$ cat src/shutter_pkg.sv
package shutter_pkg;

    localparam int ADDR_W = 8;
    localparam int DATA_W = 24;
    localparam int CNT_W = 12;
    localparam int RDN_W = 3;

    localparam logic [ADDR_W-1:0] OFS_EXPOSURE_FIELD_COUNT = 8'h63;
    localparam logic [ADDR_W-1:0] OFS_PULSES_PER_FIELD = 8'h64;
    localparam logic [ADDR_W-1:0] OFS_EXTRA_MASK_MODE = 8'h65;
    localparam logic [ADDR_W-1:0] OFS_OPERATION_TRIGGER = 8'h66;
    localparam logic [ADDR_W-1:0] OFS_READOUT_FIELD_COUNT = 8'h67;
    localparam logic [ADDR_W-1:0] OFS_SYNC_OFF = 8'h68;
    localparam logic [ADDR_W-1:0] OFS_PULSE_START_POLARITY = 8'h69;
    localparam logic [ADDR_W-1:0] OFS_FIRST_PULSE_TOGGLES = 8'h6A;
    localparam logic [ADDR_W-1:0] OFS_SECOND_PULSE_TOGGLES = 8'h6B;
    localparam logic [ADDR_W-1:0] OFS_POST_GATE_SUPPRESS = 8'h6C;
    localparam logic [ADDR_W-1:0] OFS_STATUS = 8'h6D;

    localparam logic [CNT_W-1:0] RST_PULSES_PER_FIELD = 12'h001;
    localparam logic [2*CNT_W-1:0] RST_SECOND_TOGGLES = 24'hFFFFFF;
    localparam logic [2*CNT_W-1:0] SECOND_PULSE_OFF = 24'hFFFFFF;

    localparam int TRIG_SHUT_LO = 0;
    localparam int TRIG_BIAS_HI = 5;
    localparam int TRIG_EXPOSURE = 6;
    localparam int TRIG_READOUT = 7;

    localparam logic [1:0] MASK_NONE = 2'h0;
    localparam logic [1:0] MASK_FROM_FIELD = 2'h1;
    localparam logic [1:0] MASK_SHUTTER3 = 2'h2;

    typedef enum logic [1:0] {SEQ_IDLE, SEQ_EXPOSE, SEQ_READOUT} seq_e;

    typedef struct packed {
        logic line_start;
        logic field_start;
        logic gate_line;
    } timing_s;

    typedef struct packed {
        logic polarity;
        logic [CNT_W-1:0] tog1_a;
        logic [CNT_W-1:0] tog1_b;
        logic [CNT_W-1:0] tog2_a;
        logic [CNT_W-1:0] tog2_b;
        logic [CNT_W-1:0] count;
        logic [CNT_W-1:0] suppress;
        logic [1:0] mask;
    } pulse_cfg_s;

endpackage

$ cat src/substrate_shutter_sequencer.sv
// What this block does
// RL1 - One substrate pulse per line, count programmable
// RL2 - Start polarity and two toggle positions per line
// RL3 - Pulses start on line after gate line
// RL4 - Pulse settings load on line after gate
// RL5 - High precision adds second pulse on last line
// RL6 - Second toggles at maximum disable extra pulse
// RL7 - Long exposure suppresses substrate and gate fields
// RL8 - Sync-off bit stops syncs during exposure
// RL9 - Exposure trigger bit starts at next field
// RL10 - Zero exposure count behaves like normal operation
// RL11 - Suppress programmable pulses after gate line
// RL12 - Untriggered, gate and substrate pulse every field
// RL13 - Readout suppresses substrate for programmed fields
// RL14 - Software programs readout count once at startup
// RL15 - Readout starts only from trigger bit seven
// RL16 - Joint trigger runs readout after exposure ends
// RL17 - Readout-only trigger starts at next field
// RL18 - Extra mask: none, from field, shutter three
// RL19 - Trigger register holds eight one-shot requests
// RL20 - Manual mode needs per-field rewrites by software
// RL21 - Count one less for pulses in last field
// RL22 - Fields counted per edge, triggers consumed once
`timescale 1ns/10ps
`default_nettype none

module substrate_shutter_sequencer
    import shutter_pkg::*;
(
    input wire logic CLK,
    input wire logic RST_N,
    input wire logic REG_WE,
    input wire logic REG_RE,
    input wire logic [ADDR_W-1:0] REG_ADDR,
    input wire logic [DATA_W-1:0] REG_WDATA,
    output logic [DATA_W-1:0] REG_RDATA,
    input wire timing_s TIMING,
    input wire logic SHUTTER_SIGNAL_THREE,
    output logic SUBSTRATE_PULSE,
    output logic SENSOR_GATE_ENABLE,
    output logic SYNC_ENABLE,
    output logic [TRIG_BIAS_HI:0] SHUTTER_TRIGGER,
    output logic EXPOSING,
    output logic READING
);

    // Elaboration checks: the register map and field positions assume
    // these widths, so other address, count and readout widths or a narrower data bus are refused
    if (ADDR_W != 8) begin : g_bad_addr
        $error("Register address must be 8 bits wide");
    end
    if (DATA_W < 2 * CNT_W) begin : g_bad_data
        $error("Register data too narrow for a toggle pair");
    end
    if (CNT_W != 12) begin : g_bad_count
        $error("Pulse and field counters must be 12 bits wide");
    end
    if (RDN_W != 3 || RDN_W > CNT_W) begin : g_bad_readout
        $error("Readout field count must be 3 bits wide");
    end
    if (TRIG_EXPOSURE != 6 || TRIG_READOUT != 7) begin : g_bad_trig
        $error("Exposure and readout requests must sit in bits 6 and 7");
    end
    if (TRIG_SHUT_LO != 0 || TRIG_BIAS_HI != 5) begin : g_bad_shut
        $error("Shutter and bias requests must fill bits 0 to 5");
    end

    // Software-side copies; the pulse logic only sees the shadow set
    logic [CNT_W-1:0] exposure_field_count;
    logic [RDN_W-1:0] readout_field_count;
    logic sync_off_during_exposure;
    pulse_cfg_s cfg;
    pulse_cfg_s active;
    logic [7:0] operation_trigger;
    logic [7:0] consume;

    logic [CNT_W-1:0] pixel;
    logic [CNT_W-1:0] line_idx;
    logic gate_seen;
    logic lines_valid;
    logic field_mask;
    logic sub_level;

    // fields_left serves the exposure countdown first, then the readout
    // one; a single counter is enough since the two never overlap
    seq_e state;
    logic [CNT_W-1:0] fields_left;
    logic joint_readout;
    logic exp_suppress;
    logic rd_suppress;

    function automatic logic hit(input logic [CNT_W-1:0] pos, input logic [CNT_W-1:0] a,
                                 input logic [CNT_W-1:0] b);
        hit = (pos == a) ^ (pos == b);
    endfunction

    // A readout count of zero means no readout suppression at all
    function automatic logic readout_wanted(input logic [RDN_W-1:0] n);
        readout_wanted = n != '0;
    endfunction

    // Trigger writes set pending requests instead of overwriting them
    logic wr_hit_trigger;
    assign wr_hit_trigger = REG_WE && REG_ADDR == OFS_OPERATION_TRIGGER;

    always_ff @(posedge CLK or negedge RST_N) begin
        if (!RST_N) begin
            exposure_field_count <= '0;
            readout_field_count <= '0;
            sync_off_during_exposure <= 1'b0;
            cfg <= '0;
            cfg.count <= RST_PULSES_PER_FIELD;
            {cfg.tog2_a, cfg.tog2_b} <= RST_SECOND_TOGGLES;
        end else if (REG_WE) begin
            // Unmapped and status writes fall through and are dropped
            case (REG_ADDR)
                OFS_EXPOSURE_FIELD_COUNT: exposure_field_count <= REG_WDATA[CNT_W-1:0];
                OFS_PULSES_PER_FIELD: cfg.count <= REG_WDATA[CNT_W-1:0];
                OFS_EXTRA_MASK_MODE: cfg.mask <= REG_WDATA[1:0];
                OFS_READOUT_FIELD_COUNT: readout_field_count <= REG_WDATA[RDN_W-1:0];
                OFS_SYNC_OFF: sync_off_during_exposure <= REG_WDATA[0];
                OFS_PULSE_START_POLARITY: cfg.polarity <= REG_WDATA[0];
                OFS_FIRST_PULSE_TOGGLES: {cfg.tog1_b, cfg.tog1_a} <= REG_WDATA[2*CNT_W-1:0];
                OFS_SECOND_PULSE_TOGGLES: {cfg.tog2_b, cfg.tog2_a} <= REG_WDATA[2*CNT_W-1:0];
                OFS_POST_GATE_SUPPRESS: cfg.suppress <= REG_WDATA[CNT_W-1:0];
                default: ;
            endcase
        end
    end

    // Requests stay pending until a field edge accepts them; a write wins
    // over a consume in the same cycle so no request is lost
    always_ff @(posedge CLK or negedge RST_N) begin
        if (!RST_N) begin
            operation_trigger <= '0;
        end else begin
            operation_trigger <= (operation_trigger & ~consume)
                | (wr_hit_trigger ? REG_WDATA[7:0] : 8'h00); // [RL19] [RL22]
        end
    end

    // Read data is registered and holds until the next read strobe
    always_ff @(posedge CLK or negedge RST_N) begin
        if (!RST_N) begin
            REG_RDATA <= '0;
        end else if (REG_RE) begin
            case (REG_ADDR)
                OFS_EXPOSURE_FIELD_COUNT: REG_RDATA <= DATA_W'(exposure_field_count);
                OFS_PULSES_PER_FIELD: REG_RDATA <= DATA_W'(cfg.count);
                OFS_EXTRA_MASK_MODE: REG_RDATA <= DATA_W'(cfg.mask);
                OFS_OPERATION_TRIGGER: REG_RDATA <= DATA_W'(operation_trigger);
                OFS_READOUT_FIELD_COUNT: REG_RDATA <= DATA_W'(readout_field_count);
                OFS_SYNC_OFF: REG_RDATA <= DATA_W'(sync_off_during_exposure);
                OFS_PULSE_START_POLARITY: REG_RDATA <= DATA_W'(cfg.polarity);
                OFS_FIRST_PULSE_TOGGLES: REG_RDATA <= DATA_W'({cfg.tog1_b, cfg.tog1_a});
                OFS_SECOND_PULSE_TOGGLES: REG_RDATA <= DATA_W'({cfg.tog2_b, cfg.tog2_a});
                OFS_POST_GATE_SUPPRESS: REG_RDATA <= DATA_W'(cfg.suppress);
                // Status: remaining fields above the two state bits
                OFS_STATUS: REG_RDATA <= DATA_W'({fields_left, 2'b00, READING, EXPOSING});
                default: REG_RDATA <= '0;
            endcase
        end
    end

    // Pixel counter saturates, so a missing line start cannot wrap it
    // round into a second set of toggles
    always_ff @(posedge CLK or negedge RST_N) begin
        if (!RST_N) begin
            pixel <= '0;
        end else if (TIMING.line_start) begin
            pixel <= '0;
        end else if (pixel != '1) begin
            pixel <= pixel + 1'b1;
        end
    end

    // Shadow load and line numbering restart on the line after the gate line
    // A gate line that is still high at that start arms the next reload
    always_ff @(posedge CLK or negedge RST_N) begin
        if (!RST_N) begin
            gate_seen <= 1'b0;
            active <= '0;
            active.count <= RST_PULSES_PER_FIELD;
            {active.tog2_a, active.tog2_b} <= RST_SECOND_TOGGLES;
            line_idx <= '0;
            lines_valid <= 1'b0;
        end else if (TIMING.line_start && gate_seen) begin
            gate_seen <= TIMING.gate_line;
            active <= cfg; // [RL4]
            line_idx <= '0; // [RL3]
            lines_valid <= 1'b1;
        end else begin
            if (TIMING.gate_line) begin
                gate_seen <= 1'b1;
            end
            if (TIMING.line_start && line_idx != '1) begin
                line_idx <= line_idx + 1'b1;
            end
        end
    end

    // Mode 1 masks from the field edge until the next gate line reload
    // A field edge in the reload cycle keeps the mask set
    always_ff @(posedge CLK or negedge RST_N) begin
        if (!RST_N) begin
            field_mask <= 1'b0;
        end else if (TIMING.field_start) begin
            field_mask <= 1'b1;
        end else if (TIMING.line_start && gate_seen) begin
            field_mask <= 1'b0;
        end
    end

    // Line window arithmetic is one bit wider so suppress plus count
    // cannot wrap back below the line index
    logic [CNT_W:0] first_line;
    logic [CNT_W:0] end_line;
    logic pulse_line;
    logic last_line;
    logic extra_on;
    logic masked;
    logic blocked;
    logic first_hit;
    logic second_hit;

    // Pulse lines run from the suppress count for count lines; the last
    // of them may carry the extra high-precision pulse
    always_comb begin
        first_line = {1'b0, active.suppress}; // [RL11]
        end_line = first_line + {1'b0, active.count};
        pulse_line = lines_valid && {1'b0, line_idx} >= first_line
            && {1'b0, line_idx} < end_line; // [RL1]
        last_line = pulse_line && ({1'b0, line_idx} + 1'b1) == end_line;
        extra_on = {active.tog2_a, active.tog2_b} != SECOND_PULSE_OFF; // [RL6]
        first_hit = hit(pixel, active.tog1_a, active.tog1_b); // [RL2]
        second_hit = last_line && extra_on && hit(pixel, active.tog2_a, active.tog2_b); // [RL5]
        case (active.mask)
            MASK_FROM_FIELD: masked = field_mask; // [RL18]
            MASK_SHUTTER3: masked = SHUTTER_SIGNAL_THREE; // [RL18]
            // Mode 3 is reserved and behaves as no mask
            default: masked = 1'b0;
        endcase
        blocked = masked || exp_suppress || rd_suppress; // [RL7] [RL13]
    end

    always_ff @(posedge CLK or negedge RST_N) begin
        if (!RST_N) begin
            sub_level <= 1'b0;
        end else if (TIMING.line_start) begin
            // Shadow polarity: a software write shows only after the reload
            sub_level <= active.polarity; // [RL4]
        end else if (pulse_line && !blocked) begin
            if (first_hit ^ second_hit) begin
                sub_level <= ~sub_level; // [RL2] [RL5]
            end
        end else begin
            sub_level <= active.polarity;
        end
    end

    assign SUBSTRATE_PULSE = sub_level;

    // Field sequencer; a zero exposure count leaves the field untouched
    // Idle waits for a request, expose counts dark fields, readout counts
    // suppressed fields; every step happens only on a field edge, so a
    // request written mid-field always waits for the next edge
    always_ff @(posedge CLK or negedge RST_N) begin
        if (!RST_N) begin
            state <= SEQ_IDLE;
            fields_left <= '0;
            joint_readout <= 1'b0;
            exp_suppress <= 1'b0;
            rd_suppress <= 1'b0;
            consume <= '0;
            SHUTTER_TRIGGER <= '0;
        end else begin
            consume <= '0;
            SHUTTER_TRIGGER <= '0;
            if (TIMING.field_start) begin
                // Shutter and bias requests leave as a one-cycle pulse
                SHUTTER_TRIGGER <= operation_trigger[TRIG_BIAS_HI:TRIG_SHUT_LO];
                consume[TRIG_BIAS_HI:TRIG_SHUT_LO] <= operation_trigger[TRIG_BIAS_HI:0];
                case (state)
                    SEQ_IDLE: begin
                        // Leftover suppression is cleared on every idle edge
                        exp_suppress <= 1'b0;
                        rd_suppress <= 1'b0;
                        if (operation_trigger[TRIG_EXPOSURE]) begin
                            state <= SEQ_EXPOSE; // [RL9]
                            fields_left <= exposure_field_count;
                            joint_readout <= operation_trigger[TRIG_READOUT];
                            consume[TRIG_EXPOSURE] <= 1'b1;
                            consume[TRIG_READOUT] <= operation_trigger[TRIG_READOUT];
                        end else if (operation_trigger[TRIG_READOUT]) begin
                            consume[TRIG_READOUT] <= 1'b1; // [RL15]
                            fields_left <= CNT_W'(readout_field_count);
                            // Readout alone starts suppressing at this edge
                            rd_suppress <= readout_wanted(readout_field_count); // [RL17]
                            state <= readout_wanted(readout_field_count) ? SEQ_READOUT : SEQ_IDLE;
                        end
                    end
                    SEQ_EXPOSE: begin
                        if (fields_left != '0) begin
                            // Dark field: gate follows exp_suppress, syncs too when sync-off is set
                            exp_suppress <= 1'b1; // [RL7] [RL22]
                            fields_left <= fields_left - 1'b1;
                        end else begin
                            exp_suppress <= 1'b0; // [RL10]
                            joint_readout <= 1'b0;
                            fields_left <= CNT_W'(readout_field_count);
                            // Joint trigger: readout follows with no idle field
                            rd_suppress <= joint_readout && readout_wanted(readout_field_count);
                            state <= joint_readout && readout_wanted(readout_field_count)
                                ? SEQ_READOUT : SEQ_IDLE; // [RL16]
                        end
                    end
                    SEQ_READOUT: begin
                        // The field that reaches one is the last suppressed
                        if (fields_left > 12'h001) begin
                            fields_left <= fields_left - 1'b1; // [RL13]
                        end else begin
                            fields_left <= '0;
                            rd_suppress <= 1'b0;
                            state <= SEQ_IDLE; // [RL12]
                        end
                    end
                    default: state <= SEQ_IDLE;
                endcase
            end
        end
    end

    // Enables come straight from the suppress flop; syncs stay on unless
    // software asked for them to be dropped while the sensor is dark
    assign SENSOR_GATE_ENABLE = !exp_suppress; // [RL7]
    assign SYNC_ENABLE = !(sync_off_during_exposure && exp_suppress); // [RL8]
    assign EXPOSING = state == SEQ_EXPOSE;
    assign READING = state == SEQ_READOUT;

endmodule

`default_nettype wire

$ cat config.mk
export PLATFORM = sky130hd
export DESIGN_NAME = substrate_shutter_sequencer
export DESIGN_NICKNAME = d
export VERILOG_FILES = /design/src/shutter_pkg.sv /design/src/substrate_shutter_sequencer.sv
export SDC_FILE = /design/constraint.sdc
export NUM_CORES = 1
export LEC_CHECK = 0
export ABC_AREA = 1
export ABC_CLOCK_PERIOD_IN_PS = 4150
export BUFFER_PORTS_ARGS = -buffer_cell sky130_fd_sc_hd__buf_2
export CORE_MARGIN = 2
export CORE_UTILIZATION = 62
export CTS_BUF_LIST = sky130_fd_sc_hd__clkbuf_16
export CTS_CLUSTER_DIAMETER = 120
export CTS_CLUSTER_SIZE = 25
export DETAILED_ROUTE_END_ITERATION = 6
export GPL_ROUTABILITY_DRIVEN = 0
export PLACE_DENSITY = 0.81
export SLEW_MARGIN = 20
export SYNTH_ARGS = -nofsm -noshare
export SYNTH_HDL_FRONTEND = slang
export SYNTH_SLANG_ARGS = --single-unit
$ cat constraint.sdc
create_clock -name CLK -period 4.15 [get_ports CLK]
set_input_delay 0.6225 -clock CLK [delete_from_list [all_inputs] [get_ports CLK]]
set_output_delay 0.6225 -clock CLK [all_outputs]
set_load 0.01 [all_outputs]
After elaboration in Yosys (flattened, before gate mapping)
Index checks and enable logic that the tools add are counted.

storage, ports and cells
  flip-flop bits (word level) = 257
  logic and storage cells = 158
  output and inout bits = 35
  bits of input ports = 40

operators by class
  equality and inequality tests = 28
  $add $sub $neg = 5
  mux-type cells = 42
  reductions and logical operators = 39
  order comparisons = 3
  bitwise gates (word level) = 7

operator list
  kind                   number
  $pmux 24 s11           1
  $mux 12                8
  $eq 8x7->1 const B     11
  $eq 12x12->1           4
  $pmux 12 s3            1
  $add 12x1->12 const B  2
  $ne 12x12->1 const B   2
  $ne 24x24->1 const B   1
  $reduce_and 2->1       10
  $mux 1                 17
  $mux 8                 2
  $mux 2                 7
  $add 12x1->13 const B  1
  $add 12x12->13         1
  $eq 13x13->1           1
  $lt 12x13->1           1
  $ge 12x12->1           1
  $gt 12x1->1 const B    1
  $reduce_and 4->1       3
  $reduce_bool 12->1     1
  $sub 12x1->12 const B  1
  $logic_and 1x1->1      11
  $reduce_bool 2->1      5
  $and 8x8->8            1
  18 further kinds       30

Longest topological paths before layout
  depth after elaboration = 10
  gate-level depth with buffers = 25
  depth with buffers taken out = 25

Worst setup path after synthesis
OpenSTA, ideal clock, no wires.

  path type = register to register
  start = register active[14] (netlist bit)
  end = register sub_level (netlist: SUBSTRATE_PULSE)
  buffers on the path = 0
  library setup time = 0.119 ns
  period minus slack after synthesis = 3.040 ns
  required time = 4.031 ns
  slack = 1.110 ns
  stages on the path, launching flop included = 25
  data arrival time = 2.921 ns
  path through = dfstp_2 -> ha_1 -> inv_1 -> fa_1 -> inv_1 -> nand3_1 -> nand2_2 -> nand3_1 -> nand2_1 -> or2_1 -> nand2_1 -> ha_1 -> a21oi_1 -> o21a_1 -> nand2_1 -> nand3_1 -> nand2_1 -> nand2_1 -> nand2_1 -> nor2_2 -> nand2_1 -> nor2_1 -> nand3_1 -> nand2_1 -> nor2_1

on the way
  longest elaborated chain between the ends = 8
  elaborated cells between the ends (all ways) = 12
  classes of those cells = add/sub (1); order compare (1); eq/ne (2); mux (2); bitwise (1); reduce/logical (5)

RTL lines
  item                             line                                RTL
  from (decl)                      substrate_shutter_sequencer.sv:73   pulse_cfg_s active;
  from (signal assigned)           substrate_shutter_sequencer.sv:189  active <= cfg;
  $add 12x12->13 *                 substrate_shutter_sequencer.sv:230  end_line = first_line + {1'b0, active.count};
  $lt 12x13->1                     substrate_shutter_sequencer.sv:232  && {1'b0, line_idx} < end_line;
  $logic_and 1x1->1                substrate_shutter_sequencer.sv:232
  $logic_and 1x1->1                substrate_shutter_sequencer.sv:233  last_line = pulse_line && ({1'b0, line_idx} + 1'b1) == end_line;
  $logic_and 1x1->1 (2 in series)  substrate_shutter_sequencer.sv:236  second_hit = last_line && extra_on && hit(pixel, active.tog2_a, active.tog2_b);
  $xor 1x1->1                      substrate_shutter_sequencer.sv:253  if (first_hit ^ second_hit) begin
  $ne 3x2->1 (no source line)      --
  to (signal assigned)             substrate_shutter_sequencer.sv:251  sub_level <= active.polarity;
  to (signal assigned)             substrate_shutter_sequencer.sv:254  sub_level <= ~sub_level;
  to (signal assigned)             substrate_shutter_sequencer.sv:257  sub_level <= active.polarity;
  to (decl)                        substrate_shutter_sequencer.sv:82   logic sub_level;

Mark *: on every way between the ends. The rest lies on a longest branch, timed or not.
A chain may end at the register's enable or synchronous reset.

Worst setup path in the final report
Ends and elaborated chain as after synthesis.

==> PnR_summary.wiki <==
{| class="wikitable"
! Metric !! Value
|-
| Number of vias per cell || 5.78
|-
| Max IR drop VDD || 0.298 mV
|-
| Pins over their slew limit || 0
|-
| Tightest slew margin relative to the limit || 0.358
|-
| Kind of critical path || reg2reg
|-
| Total number of nets in the final design || 1818
|-
| Area growth from synthesis to layout || 7.01%
|-
| Mapped cell area || 13500 um^2
|-
| Most common cell after layout, fill and taps aside || sky130_fd_sc_hd__nand2_1
|-
| Area share of the leading cell type in the synthesized netlist || 0.374
|-
| H-Tree Depth || 1
|-
| Number of antenna violations at the first check in global routing || 1
|-
| Proportion of synthesized chip area in sequential cells || 0.472
|-
| Clock tree from TritonCTS || done
|-
| Rows || 53
|-
| Post-DP HPWL || 25700 um
|-
| Number of antenna-violating nets in the routed design || 0
|-
| Leading cell types in the layout, fill and taps excluded || sky130_fd_sc_hd__nand2_1, sky130_fd_sc_hd__inv_1, sky130_fd_sc_hd__dfrtp_1
|-
| Number of hold violations in the final report || 0
|-
| Mean cell area of the mapped netlist || 7.92 um^2
|-
| Area of the die || 22900 um^2
|-
| Leak pwr || 7.00 nW
|-
| Ratio of cells with drive above 1 in the final layout || 0.110
|-
| Antenna cell count || 0
|-
| Global-route wire length before repair || 56500 um
|-
| Register bit total from synthesis || 251
|-
| Per-cell routed wire length || 17.3 um
|-
| Gate count after technology mapping || 1699
|-
| CP Data Arrival Time || 3780 ps
|-
| Total clock sinks || 251
|-
| Classification of the worst-slack hold path || in2async
|-
| Overall Global Routing Usage || 0.316
|-
| Starting Density || 0.636
|-
| TritonCTS buffer count || 14
|-
| Final wirelength || 34800 um
|-
| Post-CTS resize count || 0
|-
| Final hold slack || 108 ps
|-
| Clock Latency Late Sink || 490 ps
|-
| CP Max Fanout || 4
|-
| Final global-route overflow total || 0
|-
| Type of element launching the critical path || flop
|-
| Final-report setup violation count || 0
|-
| Via count of the first global-routing pass || 10985
|-
| Clock-pin slew reported for the worst setup and hold paths after clock tree synthesis || 100 ps
|-
| Number of library cell types mapped by synthesis || 57
|-
| Result of the run || finished clean
|-
| DRC || 0
|-
| Setup repair after global routing missed its margin || no
|-
| Synth top area cells || sky130_fd_sc_hd__dfrtp_1, sky130_fd_sc_hd__nand2_1, sky130_fd_sc_hd__dfstp_2
|-
| Share of synthesized flip-flops with an asynchronous set or reset || 1.00
|-
| Period minus WS final || 3390 ps
|-
| Number of detailed-route iterations in the first pass || 5
|-
| Boundary Pins || 75
|-
| Clock root buffer master || sky130_fd_sc_hd__clkbuf_16
|-
| Post-CTS setup buffer count || 0
|-
| Slew @ Worst Pin || 959 ps
|-
| MaxCap Viol Count || 0
|-
| Hold buffers post-CTS || 0
|-
| Yosys top cell by area || sky130_fd_sc_hd__dfrtp_1
|-
| Vertical die dimension || 151 um
|-
| Setup Total Neg Slack || 0 ps
|-
| Clock tree skew after final layout || 39.4 ps
|-
| Die width || 151 um
|-
| Largest net degree at the start of global routing || 90
|-
| Std-Cell Core Area || 21200 um^2
|-
| Max Freq || 0.295 GHz
|-
| Final clock period utilization by the worst path || 0.816
|-
| Data required time at the worst endpoint || 4550 ps
|-
| Starting DRT DRC Count || 1018
|-
| Setup crit end kind || flop
|-
| Via Count || 11632
|-
| PortBufs || 74
|-
| Net count of the mapped netlist || 1787
|-
| Filler cells || 1732
|-
| Number of synthesized flops with an enable pin || 0
|-
| Top flip-flop cell by instance count after synthesis || sky130_fd_sc_hd__dfrtp_1
|-
| P per Cell Area || 382 nW/um^2
|-
| Total of warnings raised by yosys || 0
|-
| Buffers from clock root to sink, at most || 3
|}
[power by group]
group          internal (W)  switching [W]  leakage, nW  total, W
registers           0.00265       0.000170         3.26   0.00282
clock network      0.000674       0.000826        0.239   0.00150
logic              0.000392       0.000784         3.51   0.00118
[through the flow]
| stage | total power, W | setup WS (ps) | area, um^2 | utilization | instances |
|---|---|---|---|---|---|
| after CTS | 0.00549 | 786 | 14400 | 0.680 | 2013 |
| after detailed placement | 0.00401 | 787 | 14000 | 0.660 | 1989 |
| final | 0.00550 | 763 | 14400 | 0.680 | 2013 |
| after floorplan | 0.00365 | 1110 | 13500 | - | 1699 |
| after global routing | 0.00577 | 470 | 14400 | 0.680 | 2013 |
| after global placement | 0.00397 | 904 | 14000 | 0.660 | 1989 |
[registers in the layout, indices dropped and copies added (netlist names)]
register / cells
operation_trigger: 8
consume: 8
active: 75
cfg: 75
pixel: 12
exposure_field_count: 12
REG_RDATA: 24
lines_valid: 1
SUBSTRATE_PULSE: 1
readout_field_count: 3
gate_seen: 1
state: 2
sync_off_during_exposure: 1
joint_readout: 1
exp_suppress: 1
fields_left: 12
rd_suppress: 1
field_mask: 1
line_idx: 12
[cells by family (layout without fill, tap and decap cells)]
| kind of cell | Yosys count | count (layout) | share of synthesized area |
|---|---|---|---|
| buffers and inverters | 310 | 349 | 0.0907 |
| DFF | 251 | 251 | 0.472 |
| AOI/OAI and AO/OA | 322 | 322 | 0.135 |
| and+or+nand+nor | 720 | 720 | 0.225 |
| adders and majority gates | 48 | 48 | 0.0452 |
| xor gates and xnor gates | 48 | 48 | 0.0318 |
[path summary, 6_finish.rpt]
path,startpoint,to,slack [ps],cells after the start
max,active[14]$_DFFE_PN1P_,SUBSTRATE_PULSE$_DFFE_PN0P_,760,24
min,RST_N,line_idx[1]$_DFFE_PN0P_,110,1
max reg2reg,active[14]$_DFFE_PN1P_,SUBSTRATE_PULSE$_DFFE_PN0P_,760,24
min reg2reg,consume[7]$_DFF_PN0_,operation_trigger[7]$_DFF_PN0_,440,1
max in group asynchronous,RST_N,active[41]$_DFFE_PN1P_,3060,2
min in group CLK,TIMING[0],gate_seen$_DFFE_PN0P_,340,2
[layout make-up]
cell class / count / area, um^2 / share of cell area
tap: 275 / 344 / 0.0239
clock buffer: 15 / 375 / 0.0261
multi-input combinational: 1138 / 5900 / 0.410
timing repair buffer: 85 / 475 / 0.0330
clock inverter: 9 / 60.1 / 0.00417
sequential: 251 / 6340 / 0.441
inverter: 240 / 901 / 0.0626
[critical path, cell delays in order (launching register included)]
cell	delay, ps
sky130_fd_sc_hd__dfstp_2	550
sky130_fd_sc_hd__ha_1	180
sky130_fd_sc_hd__inv_1	70
sky130_fd_sc_hd__fa_1	430
sky130_fd_sc_hd__inv_1	110
sky130_fd_sc_hd__nand3_1	100
sky130_fd_sc_hd__nand2_2	120
sky130_fd_sc_hd__nand3_1	80
sky130_fd_sc_hd__nand2_1	90
sky130_fd_sc_hd__or2_1	120
sky130_fd_sc_hd__nand2_1	70
sky130_fd_sc_hd__ha_1	290
sky130_fd_sc_hd__a21oi_1	130
sky130_fd_sc_hd__o21a_1	130
sky130_fd_sc_hd__nand2_1	50
sky130_fd_sc_hd__nand3_1	70
sky130_fd_sc_hd__nand2_1	60
sky130_fd_sc_hd__nand2_1	50
sky130_fd_sc_hd__nand2_1	50
sky130_fd_sc_hd__nor2_2	140
sky130_fd_sc_hd__nand2_1	90
sky130_fd_sc_hd__nor2_1	130
sky130_fd_sc_hd__nand3_1	80
sky130_fd_sc_hd__nand2_1	70
sky130_fd_sc_hd__nor2_1	40
[synthesized netlist by cell type, types with 3 or more instances]
cell type and number:
sky130_fd_sc_hd__xor2_1 21, sky130_fd_sc_hd__xnor2_1 26, sky130_fd_sc_hd__nor3_2 3, sky130_fd_sc_hd__nand3_2 3
sky130_fd_sc_hd__dfrtp_1 201, sky130_fd_sc_hd__clkbuf_2 3, sky130_fd_sc_hd__o21ai_0 181, sky130_fd_sc_hd__nand4_1 19
sky130_fd_sc_hd__buf_2 15, sky130_fd_sc_hd__a22oi_1 9, sky130_fd_sc_hd__nor2_2 3, sky130_fd_sc_hd__dfstp_2 50
sky130_fd_sc_hd__nand2_2 8, sky130_fd_sc_hd__buf_4 7, sky130_fd_sc_hd__a21oi_1 38, sky130_fd_sc_hd__inv_2 7
sky130_fd_sc_hd__nand3_1 62, sky130_fd_sc_hd__inv_1 233, sky130_fd_sc_hd__nor4_1 7, sky130_fd_sc_hd__nand4_2 3
sky130_fd_sc_hd__a221oi_1 8, sky130_fd_sc_hd__nor2_1 71, sky130_fd_sc_hd__clkbuf_1 43, sky130_fd_sc_hd__nand2_1 508
sky130_fd_sc_hd__or2_2 3, sky130_fd_sc_hd__o22ai_1 46, sky130_fd_sc_hd__o31ai_1 4, sky130_fd_sc_hd__a31oi_1 3
sky130_fd_sc_hd__nor3_1 21, sky130_fd_sc_hd__o21ai_1 8, sky130_fd_sc_hd__o2111ai_1 7, sky130_fd_sc_hd__ha_1 47
[per-layer routing]
metal  track usage  vias up  wire, um
met3        0.0533       76      2970
met4         0.107        2      1120
met2         0.494      501     15800
met1         0.451     5516     14900
met5             0        -        13
li1              -     5537         -
(Power assumes the default switching activity.)
